<file path="src/logic/plcb_pkg.sv">
package plcb_pkg;

    // ---------------------------------------------------------------
    // Bus geometry and answers
    // ---------------------------------------------------------------
    localparam int         ADDR_W      = 8;
    localparam int         DATA_W      = 32;
    localparam int         REG_W       = 16;
    localparam logic [1:0] RESP_OKAY   = 2'h0;
    localparam logic [1:0] RESP_SLVERR = 2'h2;

    // ---------------------------------------------------------------
    // Register indices; byte address is four times the index
    // ---------------------------------------------------------------
    localparam logic [5:0] IDX_FIRST  = 6'h09;
    localparam logic [5:0] IDX_SECOND = 6'h0A;
    localparam logic [5:0] IDX_THIRD  = 6'h0B;
    localparam logic [5:0] IDX_STATUS = 6'h0C;
    localparam logic [7:0] ADDR_FIRST  = {IDX_FIRST, 2'h0};
    localparam logic [7:0] ADDR_SECOND = {IDX_SECOND, 2'h0};
    localparam logic [7:0] ADDR_THIRD  = {IDX_THIRD, 2'h0};
    localparam logic [7:0] ADDR_STATUS = {IDX_STATUS, 2'h0};

    // ---------------------------------------------------------------
    // Reset values
    // ---------------------------------------------------------------
    localparam logic [15:0] FIRST_RST  = 16'h0000;
    localparam logic [15:0] SECOND_RST = 16'h0000;
    localparam logic [15:0] THIRD_RST  = 16'h1000;

    // ---------------------------------------------------------------
    // Field positions
    // ---------------------------------------------------------------
    localparam int FIRST_FAST_MDIX   = 6;
    localparam int FIRST_ROBUST_MDIX = 5;
    localparam int SEC_FAST_LINKUP   = 6;
    localparam int SEC_EXT_FD        = 5;
    localparam int SEC_ENH_LED       = 4;
    localparam int SEC_ISO_MII       = 3;
    localparam int SEC_RXER_IDLE     = 2;
    localparam int SEC_ODD_DIS       = 1;
    localparam int SEC_RMII_RXCLK    = 0;
    localparam int THR_EQ_BYPASS     = 12;
    localparam int THR_DESCR_DROP    = 10;
    localparam int THR_FLD_MSB       = 3;

    // ---------------------------------------------------------------
    // Timing
    // ---------------------------------------------------------------
    localparam int CLK_MHZ        = 250;
    localparam int BLINK_HALF_MS  = 50;
    localparam int BLINK_HALF_CYC = BLINK_HALF_MS * 1000 * CLK_MHZ;

    // ---------------------------------------------------------------
    // Carriers
    // ---------------------------------------------------------------
    typedef struct packed {
        logic       link_up;
        logic       speed100;
        logic       twisted_pair;
        logic       an_mode;
        logic       forced100;
        logic       std_full_duplex;
        logic       partner_forced100;
        logic       tx_act;
        logic       rx_act;
        logic       rx_idle;
        logic       rx_sym_err;
        logic       eq_err_raw;
        logic       descr_loss;
        logic [3:0] fld_cond;
        logic       tx_en;
        logic       tx_er;
    } plcb_phy_in_t;

    typedef struct packed {
        logic fast_linkup;
        logic full_duplex;
        logic led_link;
        logic mii_isolate;
        logic rx_er;
        logic rmii_ref_rx_clk;
        logic eq_err;
        logic link_drop;
    } plcb_phy_out_t;

endpackage : plcb_pkg

</file>
<file path="src/logic/plcb_axil_slave.sv">
`timescale 1ns/100ps
module plcb_axil_slave
(
    // Clock and reset
    input  wire logic                          clk,
    input  wire logic                          rstn,
    input  wire logic                          ce,
    // AXI4-Lite
    input  wire logic [plcb_pkg::ADDR_W-1:0]   awaddr,
    input  wire logic                          awvalid,
    output logic                               awready,
    input  wire logic [plcb_pkg::DATA_W-1:0]   wdata,
    input  wire logic [3:0]                    wstrb,
    input  wire logic                          wvalid,
    output logic                               wready,
    output logic [1:0]                         bresp,
    output logic                               bvalid,
    input  wire logic                          bready,
    input  wire logic [plcb_pkg::ADDR_W-1:0]   araddr,
    input  wire logic                          arvalid,
    output logic                               arready,
    output logic [plcb_pkg::DATA_W-1:0]        rdata,
    output logic [1:0]                         rresp,
    output logic                               rvalid,
    input  wire logic                          rready,
    // Register side
    output logic                               wr_en,
    output logic [plcb_pkg::ADDR_W-1:0]        wr_addr,
    output logic [plcb_pkg::DATA_W-1:0]        wr_data,
    output logic [3:0]                         wr_strb,
    input  wire logic                          wr_hit,
    output logic [plcb_pkg::ADDR_W-1:0]        rd_addr,
    input  wire logic [plcb_pkg::DATA_W-1:0]   rd_data,
    input  wire logic                          rd_hit
);
    import plcb_pkg::*;

    logic rd_go_q;
    wire  wr_go = ~awready & ~wready & ~bvalid & ~wr_en;
    wire  b_done = bvalid & bready;
    wire  r_done = rvalid & rready;

    // ---------------------------------------------------------------
    // Write channels
    // ---------------------------------------------------------------
    always_ff @(posedge clk)
    begin
        if (!rstn)
        begin
            awready <= 1'b1;
            wready  <= 1'b1;
            bvalid  <= 1'b0;
            bresp   <= RESP_OKAY;
            wr_en   <= 1'b0;
            wr_addr <= '0;
            wr_data <= '0;
            wr_strb <= 4'h0;
        end
        else if (ce)
        begin
            if (awvalid && awready)
            begin
                awready <= 1'b0;
                wr_addr <= awaddr;
            end
            if (wvalid && wready)
            begin
                wready  <= 1'b0;
                wr_data <= wdata;
                wr_strb <= wstrb;
            end
            wr_en <= wr_go;
            if (wr_en)
            begin
                bvalid <= 1'b1;
                bresp  <= wr_hit ? RESP_OKAY : RESP_SLVERR;
            end
            if (b_done)
            begin
                bvalid  <= 1'b0;
                awready <= 1'b1;
                wready  <= 1'b1;
            end
        end
    end

    // ---------------------------------------------------------------
    // Read channels
    // ---------------------------------------------------------------
    always_ff @(posedge clk)
    begin
        if (!rstn)
        begin
            arready <= 1'b1;
            rd_go_q <= 1'b0;
            rd_addr <= '0;
            rvalid  <= 1'b0;
            rdata   <= '0;
            rresp   <= RESP_OKAY;
        end
        else if (ce)
        begin
            rd_go_q <= arvalid & arready;
            if (arvalid && arready)
            begin
                arready <= 1'b0;
                rd_addr <= araddr;
            end
            if (rd_go_q)
            begin
                rvalid <= 1'b1;
                rdata  <= rd_hit ? rd_data : '0;
                rresp  <= rd_hit ? RESP_OKAY : RESP_SLVERR;
            end
            if (r_done)
            begin
                rvalid  <= 1'b0;
                arready <= 1'b1;
            end
        end
    end

endmodule : plcb_axil_slave

</file>
<file path="src/logic/plcb_odd_nibble.sv">
`timescale 1ns/100ps
module plcb_odd_nibble
(
    // Clock and reset
    input  wire logic clk,
    input  wire logic rstn,
    input  wire logic ce,
    // Control
    input  wire logic det_en,
    // Transmit from MAC
    input  wire logic tx_en,
    input  wire logic tx_er,
    // Transmit towards the coder
    output logic      tx_en_o,
    output logic      tx_er_o
);

    logic prev_q;
    logic par_q;
    wire  ext = det_en & prev_q & ~tx_en & par_q;

    // ---------------------------------------------------------------
    // Nibble parity and one-cycle extension
    // ---------------------------------------------------------------
    always_ff @(posedge clk)
    begin
        if (!rstn)
        begin
            prev_q  <= 1'b0;
            par_q   <= 1'b0;
            tx_en_o <= 1'b0;
            tx_er_o <= 1'b0;
        end
        else if (ce)
        begin
            prev_q  <= tx_en;
            par_q   <= tx_en ? ~par_q : 1'b0;
            tx_en_o <= tx_en | ext;
            tx_er_o <= (tx_er & tx_en) | ext;
        end
    end

    odd_ext_a : assert property (@(posedge clk) disable iff (!rstn)
        ce && det_en && $fell(tx_en) && par_q |=> tx_en_o && tx_er_o)
        else $error("odd nibble not extended");

    odd_dis_a : assert property (@(posedge clk) disable iff (!rstn)
        ce && !det_en && !tx_en |=> !tx_en_o && !tx_er_o)
        else $error("extension while detection disabled");

endmodule : plcb_odd_nibble

</file>
<file path="src/logic/plcb_top.sv">
// Notes on behaviour
// - Fast link-up bit shortens parallel-detect link setup; zero keeps normal detection.
// - Fast or robust crossover mode in first control sets fast link-up automatically.
// - Extended full duplex: forced-100 partner in AN or forced-100 gives full duplex.
// - Extended full duplex off: duplex follows the standard resolution.
// - Enhanced LED lights only on 100 Mbps twisted-pair full-duplex links.
// - Enhanced LED mode suppresses activity blinking on the link LED.
// - Isolate bit hides MII outputs on 100 half-duplex or any 10 Mbps link.
// - Bit 2 enables reporting receive symbol errors during IDLE.
// - Odd-nibble transmit error detection is on by default; bit 1 disables it.
// - Odd nibble extends TX_EN one cycle, flagged as transmit error.
// - Bit 0 picks RMII receive data reference: RX_CLK or crystal input ref.
// - Third control bit 12, default one, ignores equalizer intermittent error.
// - Third control bit 10 drops link on descrambler link loss.
// - Descrambler drop is ORed with fast link down conditions in bits 3:0.
//
// The AXI4-Lite register port is this design's own decision.
`timescale 1ns/100ps
module plcb_top
#(
    parameter int BLINK_CYC = plcb_pkg::BLINK_HALF_CYC
)
(
    // Clock, reset, enable
    input  wire logic                          clk,
    input  wire logic                          rstn,
    input  wire logic                          ce,
    // AXI4-Lite slave
    input  wire logic [plcb_pkg::ADDR_W-1:0]   s_axi_awaddr,
    input  wire logic [2:0]                    s_axi_awprot,
    input  wire logic                          s_axi_awvalid,
    output logic                               s_axi_awready,
    input  wire logic [plcb_pkg::DATA_W-1:0]   s_axi_wdata,
    input  wire logic [3:0]                    s_axi_wstrb,
    input  wire logic                          s_axi_wvalid,
    output logic                               s_axi_wready,
    output logic [1:0]                         s_axi_bresp,
    output logic                               s_axi_bvalid,
    input  wire logic                          s_axi_bready,
    input  wire logic [plcb_pkg::ADDR_W-1:0]   s_axi_araddr,
    input  wire logic [2:0]                    s_axi_arprot,
    input  wire logic                          s_axi_arvalid,
    output logic                               s_axi_arready,
    output logic [plcb_pkg::DATA_W-1:0]        s_axi_rdata,
    output logic [1:0]                         s_axi_rresp,
    output logic                               s_axi_rvalid,
    input  wire logic                          s_axi_rready,
    // PHY core status and MAC transmit
    input  wire plcb_pkg::plcb_phy_in_t        phy_i,
    // PHY core controls
    output plcb_pkg::plcb_phy_out_t            phy_o,
    output logic                               tx_en_o,
    output logic                               tx_er_o
);
    import plcb_pkg::*;

    // ---------------------------------------------------------------
    // Registers and bus side wires
    // ---------------------------------------------------------------
    logic [REG_W-1:0]  first_q;
    logic [REG_W-1:0]  second_q;
    logic [REG_W-1:0]  third_q;
    logic [REG_W-1:0]  first_d;
    logic [REG_W-1:0]  second_d;
    logic [REG_W-1:0]  third_d;
    logic [23:0]       blink_cnt_q;
    logic              blink_q;
    plcb_phy_out_t     out_q;
    plcb_phy_out_t     out_d;

    logic              wr_en;
    logic [ADDR_W-1:0] wr_addr;
    logic [DATA_W-1:0] wr_data;
    logic [3:0]        wr_strb;
    logic [ADDR_W-1:0] rd_addr;
    logic [DATA_W-1:0] rd_data;
    logic              wr_hit;
    logic              rd_hit;

    // ---------------------------------------------------------------
    // Bus slave
    // ---------------------------------------------------------------
    plcb_axil_slave u_slave
    (
        .clk     (clk),
        .rstn    (rstn),
        .ce      (ce),
        .awaddr  (s_axi_awaddr),
        .awvalid (s_axi_awvalid),
        .awready (s_axi_awready),
        .wdata   (s_axi_wdata),
        .wstrb   (s_axi_wstrb),
        .wvalid  (s_axi_wvalid),
        .wready  (s_axi_wready),
        .bresp   (s_axi_bresp),
        .bvalid  (s_axi_bvalid),
        .bready  (s_axi_bready),
        .araddr  (s_axi_araddr),
        .arvalid (s_axi_arvalid),
        .arready (s_axi_arready),
        .rdata   (s_axi_rdata),
        .rresp   (s_axi_rresp),
        .rvalid  (s_axi_rvalid),
        .rready  (s_axi_rready),
        .wr_en   (wr_en),
        .wr_addr (wr_addr),
        .wr_data (wr_data),
        .wr_strb (wr_strb),
        .wr_hit  (wr_hit),
        .rd_addr (rd_addr),
        .rd_data (rd_data),
        .rd_hit  (rd_hit)
    );

    // ---------------------------------------------------------------
    // Address decode
    // ---------------------------------------------------------------
    wire wr_first  = wr_en & (wr_addr == ADDR_FIRST);
    wire wr_second = wr_en & (wr_addr == ADDR_SECOND);
    wire wr_third  = wr_en & (wr_addr == ADDR_THIRD);
    assign wr_hit  = (wr_addr == ADDR_FIRST) | (wr_addr == ADDR_SECOND) | (wr_addr == ADDR_THIRD);

    wire rd_first  = rd_addr == ADDR_FIRST;
    wire rd_second = rd_addr == ADDR_SECOND;
    wire rd_third  = rd_addr == ADDR_THIRD;
    wire rd_status = rd_addr == ADDR_STATUS;
    assign rd_hit  = rd_first | rd_second | rd_third | rd_status;

    wire [REG_W-1:0] status_w = {8'h00, out_q};

    assign rd_data = rd_first  ? {16'h0000, first_q}  :
                     rd_second ? {16'h0000, second_q} :
                     rd_third  ? {16'h0000, third_q}  :
                     rd_status ? {16'h0000, status_w} : 32'h0000_0000;

    // Byte lane merge of a 16-bit register
    wire [REG_W-1:0] wr_mask = {{8{wr_strb[1]}}, {8{wr_strb[0]}}};
    wire [REG_W-1:0] wr_val  = wr_data[REG_W-1:0];

    // ---------------------------------------------------------------
    // Register next values
    // ---------------------------------------------------------------
    wire mdix_auto = first_q[FIRST_FAST_MDIX] | first_q[FIRST_ROBUST_MDIX];

    always_comb
    begin
        first_d  = wr_first  ? ((first_q  & ~wr_mask) | (wr_val & wr_mask)) : first_q;
        second_d = wr_second ? ((second_q & ~wr_mask) | (wr_val & wr_mask)) : second_q;
        third_d  = wr_third  ? ((third_q  & ~wr_mask) | (wr_val & wr_mask)) : third_q;
        // Crossover modes force the bit on, even against a write
        if (mdix_auto)
        begin
            second_d[SEC_FAST_LINKUP] = 1'b1;
        end
    end

    always_ff @(posedge clk)
    begin
        if (!rstn)
        begin
            first_q  <= FIRST_RST;
            second_q <= SECOND_RST;
            third_q  <= THIRD_RST;
        end
        else if (ce)
        begin
            first_q  <= first_d;
            second_q <= second_d;
            third_q  <= third_d;
        end
    end

    // ---------------------------------------------------------------
    // Activity blink timer
    // ---------------------------------------------------------------
    wire blink_wrap = blink_cnt_q == 24'(BLINK_CYC - 1);

    always_ff @(posedge clk)
    begin
        if (!rstn)
        begin
            blink_cnt_q <= 24'h000000;
            blink_q     <= 1'b0;
        end
        else if (ce)
        begin
            blink_cnt_q <= blink_wrap ? 24'h000000 : blink_cnt_q + 24'h000001;
            blink_q     <= blink_wrap ? ~blink_q : blink_q;
        end
    end

    // ---------------------------------------------------------------
    // Control decisions
    // ---------------------------------------------------------------
    wire fast_up  = second_q[SEC_FAST_LINKUP] | mdix_auto;
    wire ext_fd   = second_q[SEC_EXT_FD] & phy_i.partner_forced100
                  & (phy_i.an_mode | phy_i.forced100);
    wire fd_res   = ext_fd | phy_i.std_full_duplex;
    wire enh_led  = phy_i.link_up & phy_i.speed100 & phy_i.twisted_pair & fd_res;
    wire activity = phy_i.tx_act | phy_i.rx_act;
    wire std_led  = phy_i.link_up & ~(activity & blink_q);
    wire led      = second_q[SEC_ENH_LED] ? enh_led : std_led;
    wire iso      = second_q[SEC_ISO_MII] & phy_i.link_up
                  & (~phy_i.speed100 | ~fd_res);
    wire rx_er    = phy_i.rx_sym_err
                  & (~phy_i.rx_idle | second_q[SEC_RXER_IDLE]);
    wire eq_err   = phy_i.eq_err_raw & ~third_q[THR_EQ_BYPASS];
    wire drop     = (third_q[THR_DESCR_DROP] & phy_i.descr_loss)
                  | (|(third_q[THR_FLD_MSB:0] & phy_i.fld_cond));

    always_comb
    begin
        out_d.fast_linkup     = fast_up;
        out_d.full_duplex     = fd_res;
        out_d.led_link        = led;
        out_d.mii_isolate     = iso;
        out_d.rx_er           = rx_er;
        out_d.rmii_ref_rx_clk = second_q[SEC_RMII_RXCLK];
        out_d.eq_err          = eq_err;
        out_d.link_drop       = drop;
    end

    always_ff @(posedge clk)
    begin
        if (!rstn)
        begin
            out_q <= '0;
        end
        else if (ce)
        begin
            out_q <= out_d;
        end
    end

    assign phy_o = out_q;

    // ---------------------------------------------------------------
    // Odd nibble transmit handling
    // ---------------------------------------------------------------
    plcb_odd_nibble u_odd
    (
        .clk     (clk),
        .rstn    (rstn),
        .ce      (ce),
        .det_en  (~second_q[SEC_ODD_DIS]),
        .tx_en   (phy_i.tx_en),
        .tx_er   (phy_i.tx_er),
        .tx_en_o (tx_en_o),
        .tx_er_o (tx_er_o)
    );

    // ---------------------------------------------------------------
    // Checks
    // ---------------------------------------------------------------
    fast_auto_a : assert property (@(posedge clk) disable iff (!rstn)
        ce && mdix_auto |=> second_q[SEC_FAST_LINKUP] ##1 (!ce || out_q.fast_linkup))
        else $error("crossover mode did not set fast link-up");

    fast_off_a : assert property (@(posedge clk) disable iff (!rstn)
        ce && !second_q[SEC_FAST_LINKUP] && !mdix_auto |=> !out_q.fast_linkup)
        else $error("fast link-up active while disabled");

    ext_fd_a : assert property (@(posedge clk) disable iff (!rstn)
        ce && second_q[SEC_EXT_FD] && phy_i.partner_forced100 && (phy_i.an_mode || phy_i.forced100)
        |=> out_q.full_duplex)
        else $error("extended full duplex not resolved");

    std_fd_a : assert property (@(posedge clk) disable iff (!rstn)
        ce && !second_q[SEC_EXT_FD] |=> out_q.full_duplex == $past(phy_i.std_full_duplex))
        else $error("duplex departs from standard resolution");

    enh_led_a : assert property (@(posedge clk) disable iff (!rstn)
        ce && second_q[SEC_ENH_LED] && phy_i.link_up && !phy_i.speed100 |=> !out_q.led_link)
        else $error("enhanced LED lit on non-100 link");

    iso_mii_a : assert property (@(posedge clk) disable iff (!rstn)
        ce && second_q[SEC_ISO_MII] && phy_i.link_up && !phy_i.speed100 |=> out_q.mii_isolate)
        else $error("MII not isolated on 10 Mbps link");

    idle_err_a : assert property (@(posedge clk) disable iff (!rstn)
        ce && !second_q[SEC_RXER_IDLE] && phy_i.rx_idle |=> !out_q.rx_er)
        else $error("idle symbol error reported while disabled");

    rmii_ref_a : assert property (@(posedge clk) disable iff (!rstn)
        ce && $changed(second_q[SEC_RMII_RXCLK]) |=> out_q.rmii_ref_rx_clk == $past(second_q[SEC_RMII_RXCLK]))
        else $error("RMII reference select not followed");

    eq_byp_a : assert property (@(posedge clk) disable iff (!rstn)
        ce && third_q[THR_EQ_BYPASS] |=> !out_q.eq_err)
        else $error("equalizer error passed while bypassed");

    descr_drop_a : assert property (@(posedge clk) disable iff (!rstn)
        ce && third_q[THR_DESCR_DROP] && phy_i.descr_loss |=> out_q.link_drop)
        else $error("descrambler loss did not drop link");

    fld_none_a : assert property (@(posedge clk) disable iff (!rstn)
        ce && !(third_q[THR_DESCR_DROP] && phy_i.descr_loss)
        && ((third_q[THR_FLD_MSB:0] & phy_i.fld_cond) == 4'h0) |=> !out_q.link_drop)
        else $error("link drop without enabled cause");

    fast_on_a : assert property (@(posedge clk) disable iff (!rstn)
        ce && second_q[SEC_FAST_LINKUP] |=> out_q.fast_linkup)
        else $error("fast link-up not signalled");

    enh_steady_a : assert property (@(posedge clk) disable iff (!rstn)
        ce && second_q[SEC_ENH_LED] && phy_i.link_up && phy_i.speed100 && phy_i.twisted_pair
        && phy_i.std_full_duplex |=> out_q.led_link)
        else $error("enhanced LED dark on 100 full-duplex link");

    idle_rep_a : assert property (@(posedge clk) disable iff (!rstn)
        ce && second_q[SEC_RXER_IDLE] && phy_i.rx_sym_err |=> out_q.rx_er)
        else $error("receive symbol error not reported");

endmodule : plcb_top

</file>
<file path="config.mk">
export PLATFORM = sky130hd
export DESIGN_NAME = plcb_top
export DESIGN_NICKNAME = d
export VERILOG_FILES = /design/src/logic/plcb_pkg.sv /design/src/logic/plcb_axil_slave.sv /design/src/logic/plcb_odd_nibble.sv /design/src/logic/plcb_top.sv
export SDC_FILE = /design/constraint.sdc
export NUM_CORES = 1
export LEC_CHECK = 0
export ABC_CLOCK_PERIOD_IN_PS = 2200
export BUFFER_PORTS_ARGS = -buffer_cell sky130_fd_sc_hd__buf_2
export CAP_MARGIN = 20
export CORE_MARGIN = 2
export CORE_UTILIZATION = 57
export DETAILED_ROUTE_END_ITERATION = 7
export PLACE_DENSITY = 0.92
export SYNTH_ARGS = -nofsm -noshare
export SYNTH_HDL_FRONTEND = slang
export SYNTH_HIERARCHICAL = 1
export SYNTH_SLANG_ARGS = --single-unit
</file>
<file path="constraint.sdc">
create_clock -name clk -period 2.2 [get_ports clk]
set_input_delay 0.44 -clock clk [delete_from_list [all_inputs] [get_ports clk]]
set_output_delay 0.44 -clock clk [all_outputs]
set_load 0.005 [all_outputs]
</file>
==> flow_summary.json <==
{
  "die-width_um": 117,
  "timing.clock.skew_ns": 0.00708,
  "post_layout_instance_count_excluding_filler_cells": 1073,
  "ioPinCount": 136,
  "final_layout_size_suffix_gt1_share_pct": 24.2,
  "grt_first_pass_wirelength_mm": 28.5,
  "critical_path_s_top_delay_family": "simple AND/OR/NAND/NOR gates",
  "power.density_cell_area_mw_per_mm2": 747,
  "worstSetupEndpointType": "register",
  "viasPerCell": 5.87,
  "syn_to_final_growth_pct": 19.1,
  "achievable-frequency_ghz": 0.478,
  "critical_path_buf_inv_count": 1,
  "critical_path.startpoint_type": "register",
  "vias_in_the_first_global_route": 5926,
  "clock_latency_ns": 0.43,
  "cts_buffers": 17,
  "path_clk_slew_ns": 0.06,
  "level_count_of_the_clock_h_tree": 4,
  "port_buffers": 109,
  "cpMostUsedCell": "sky130_fd_sc_hd__a21oi_1",
  "yosys_warnings": 6,
  "final_cell_area_mm2": 0.00860,
  "avgSynthCellArea_um2": 9.25,
  "detail-route-antenna-nets": 0,
  "filler_cell_count": 911,
  "coreArea_mm2": 0.0125,
  "netlist_area_mm2": 0.00723,
  "ctsLongestPathBuffers": 2,
  "crit_slowest_cell": "sky130_fd_sc_hd__nor4_1",
  "timing.max_slew.rel_slack_pct": 58.2,
  "first_iter_violations": 707,
  "placed_cells": 1040,
  "max_rail_drop_vdd_mv": 0.633,
  "grt_overflow": 0,
  "tritoncts": "yes",
  "nNetsFinal": 974,
  "vias_post_dr": 6299,
  "clk_root_buffer_cell": "sky130_fd_sc_hd__clkbuf_16",
  "timing_max_transition_violations_final": 0,
  "antenna_found_initial": 0,
  "max-cap-violations": 0,
  "antennaDiodeCount": 0,
  "preCtsSetupSlack_ns": 0.120,
  "final_min_period_over_clock_period_pct": 95.1,
  "fin_crit_ns": 2.09,
  "grt_use_total_pct": 27.2,
  "row_count": 41,
  "drcViolationCount": 0,
  "wire_per_inst_um": 17.1,
  "setup-tns-final_ns": 0,
  "critPathRequiredTime_ns": 2.56,
  "holdCritPathClass": "input port to register",
  "drt_first_pass_iters": 5,
  "critPathMaxFanout": 10,
  "postLayoutSetupSlackWorst_ns": 0.108,
  "die_area_mm2": 0.0136,
  "tritoncts_num_sinks": 160,
  "detail_route.wirelength_mm": 18.4,
  "grt_start_max_net_pins": 71,
  "crit_chain": "nor4_1 > buf_4 > and3_2 > a2bb2oi_1 > a21oi_1 > nand4_1 > a21oi_1",
  "initial_core_util_pct": 57.7,
  "timing.final.hold_violations": 0,
  "critical_path_class": "register to register",
  "cpPeakStageDelay_ns": 0.36,
  "finalSetupViolations": 0,
  "rsz0062_at_grt": "false",
  "leakagePower_uw": 0.00343,
  "hpwl_mm": 12.0,
  "cp.arrival_ns": 2.45,
  "post_synth_inst_count": 781,
  "final_core_area_utilization_pct": 68.7,
  "finalWeightedCongestion": 0.821,
  "die_height_um": 117,
  "timing_worst_slew_pin_value_ns": 0.627,
  "post_dp_cell_area_mm2": 0.00799,
  "status": "complete, no violations"
}
==> layout make-up <==
class	instances	area, µm²	share of cell area, %
tap	172	215	2.50
clock inverter	11	154	1.79
sequential	160	3200	37.2
clock buffer	21	450	5.23
inverter	17	63.8	0.742
multi-input combinational	555	3720	43.2
timing repair buffer	137	796	9.25
==> through the flow <==
stage	power (µW)	hold WS, ns
4_1_cts	6440	0.239
5_1_grt	6620	0.252
3_5_place_dp	3430	0.441
2_1_floorplan	3300	0.429
6_report	6430	0.250
3_3_place_gp	3420	0.438
==> report_power, final <==
group | internal, µW | switching [µW]
Sequential | 2950 | 61.2
Combinational | 149 | 226
Clock | 1830 | 1220
Total | 4930 | 1500
==> repair_timing <==
action / CTS / global route
hold buffers: 0 / 0
gates resized for setup: 0 / 2
buffers inserted: 0 / 1
setup endpoints to repair: 0 / 13
==> worst reg2reg max path: cells and delay by family (launching register included) <==
kind,cells,cell delay (ns)
compound gates,3,0.62
flops,1,0.33
buf+inv,1,0.20
simple gates,3,0.87
==> cell usage in the layout, fill, tap and decap left out, types with 11 or more instances in the layout <==
| cell | count |
|---|---|
| sky130_fd_sc_hd__conb_1 | 18 |
| sky130_fd_sc_hd__nor2_1 | 74 |
| sky130_fd_sc_hd__dfxtp_1 | 159 |
| sky130_fd_sc_hd__a21oi_1 | 65 |
| sky130_fd_sc_hd__inv_1 | 16 |
| sky130_fd_sc_hd__nand2_1 | 82 |
| sky130_fd_sc_hd__nand4_1 | 46 |
| sky130_fd_sc_hd__mux2i_1 | 95 |
| sky130_fd_sc_hd__buf_2 | 108 |
| sky130_fd_sc_hd__buf_4 | 26 |
| sky130_fd_sc_hd__a21bo_2 | 36 |
| sky130_fd_sc_hd__clkbuf_16 | 17 |
| sky130_fd_sc_hd__nand3_1 | 11 |
==> worst paths after layout <==
path                   endpoint               start  cells past startpoint  slack [ns]
max            u_slave/rdata[4]  u_slave/rd_addr[7]                      7        0.11
min          u_slave/wr_data[4]      s_axi_wdata[4]                      3        0.25
max reg2reg    u_slave/rdata[4]  u_slave/rd_addr[7]                      7        0.11
min reg2reg  u_slave/wr_addr[4]  u_slave/wr_addr[4]                      2        0.47
==> metal layers <==
layer | up-vias | global-route usage, % | part of all wire (%)
met1 | 3011 | 32.0 | 40
met4 | 0 | 13.3 | 3.5
li1 | 3003 | - | -
met3 | 50 | 7.06 | 6.3
met2 | 235 | 46.2 | 50
met5 | - | 0 | 0
Note: power is estimated with default switching activity, not from simulation.
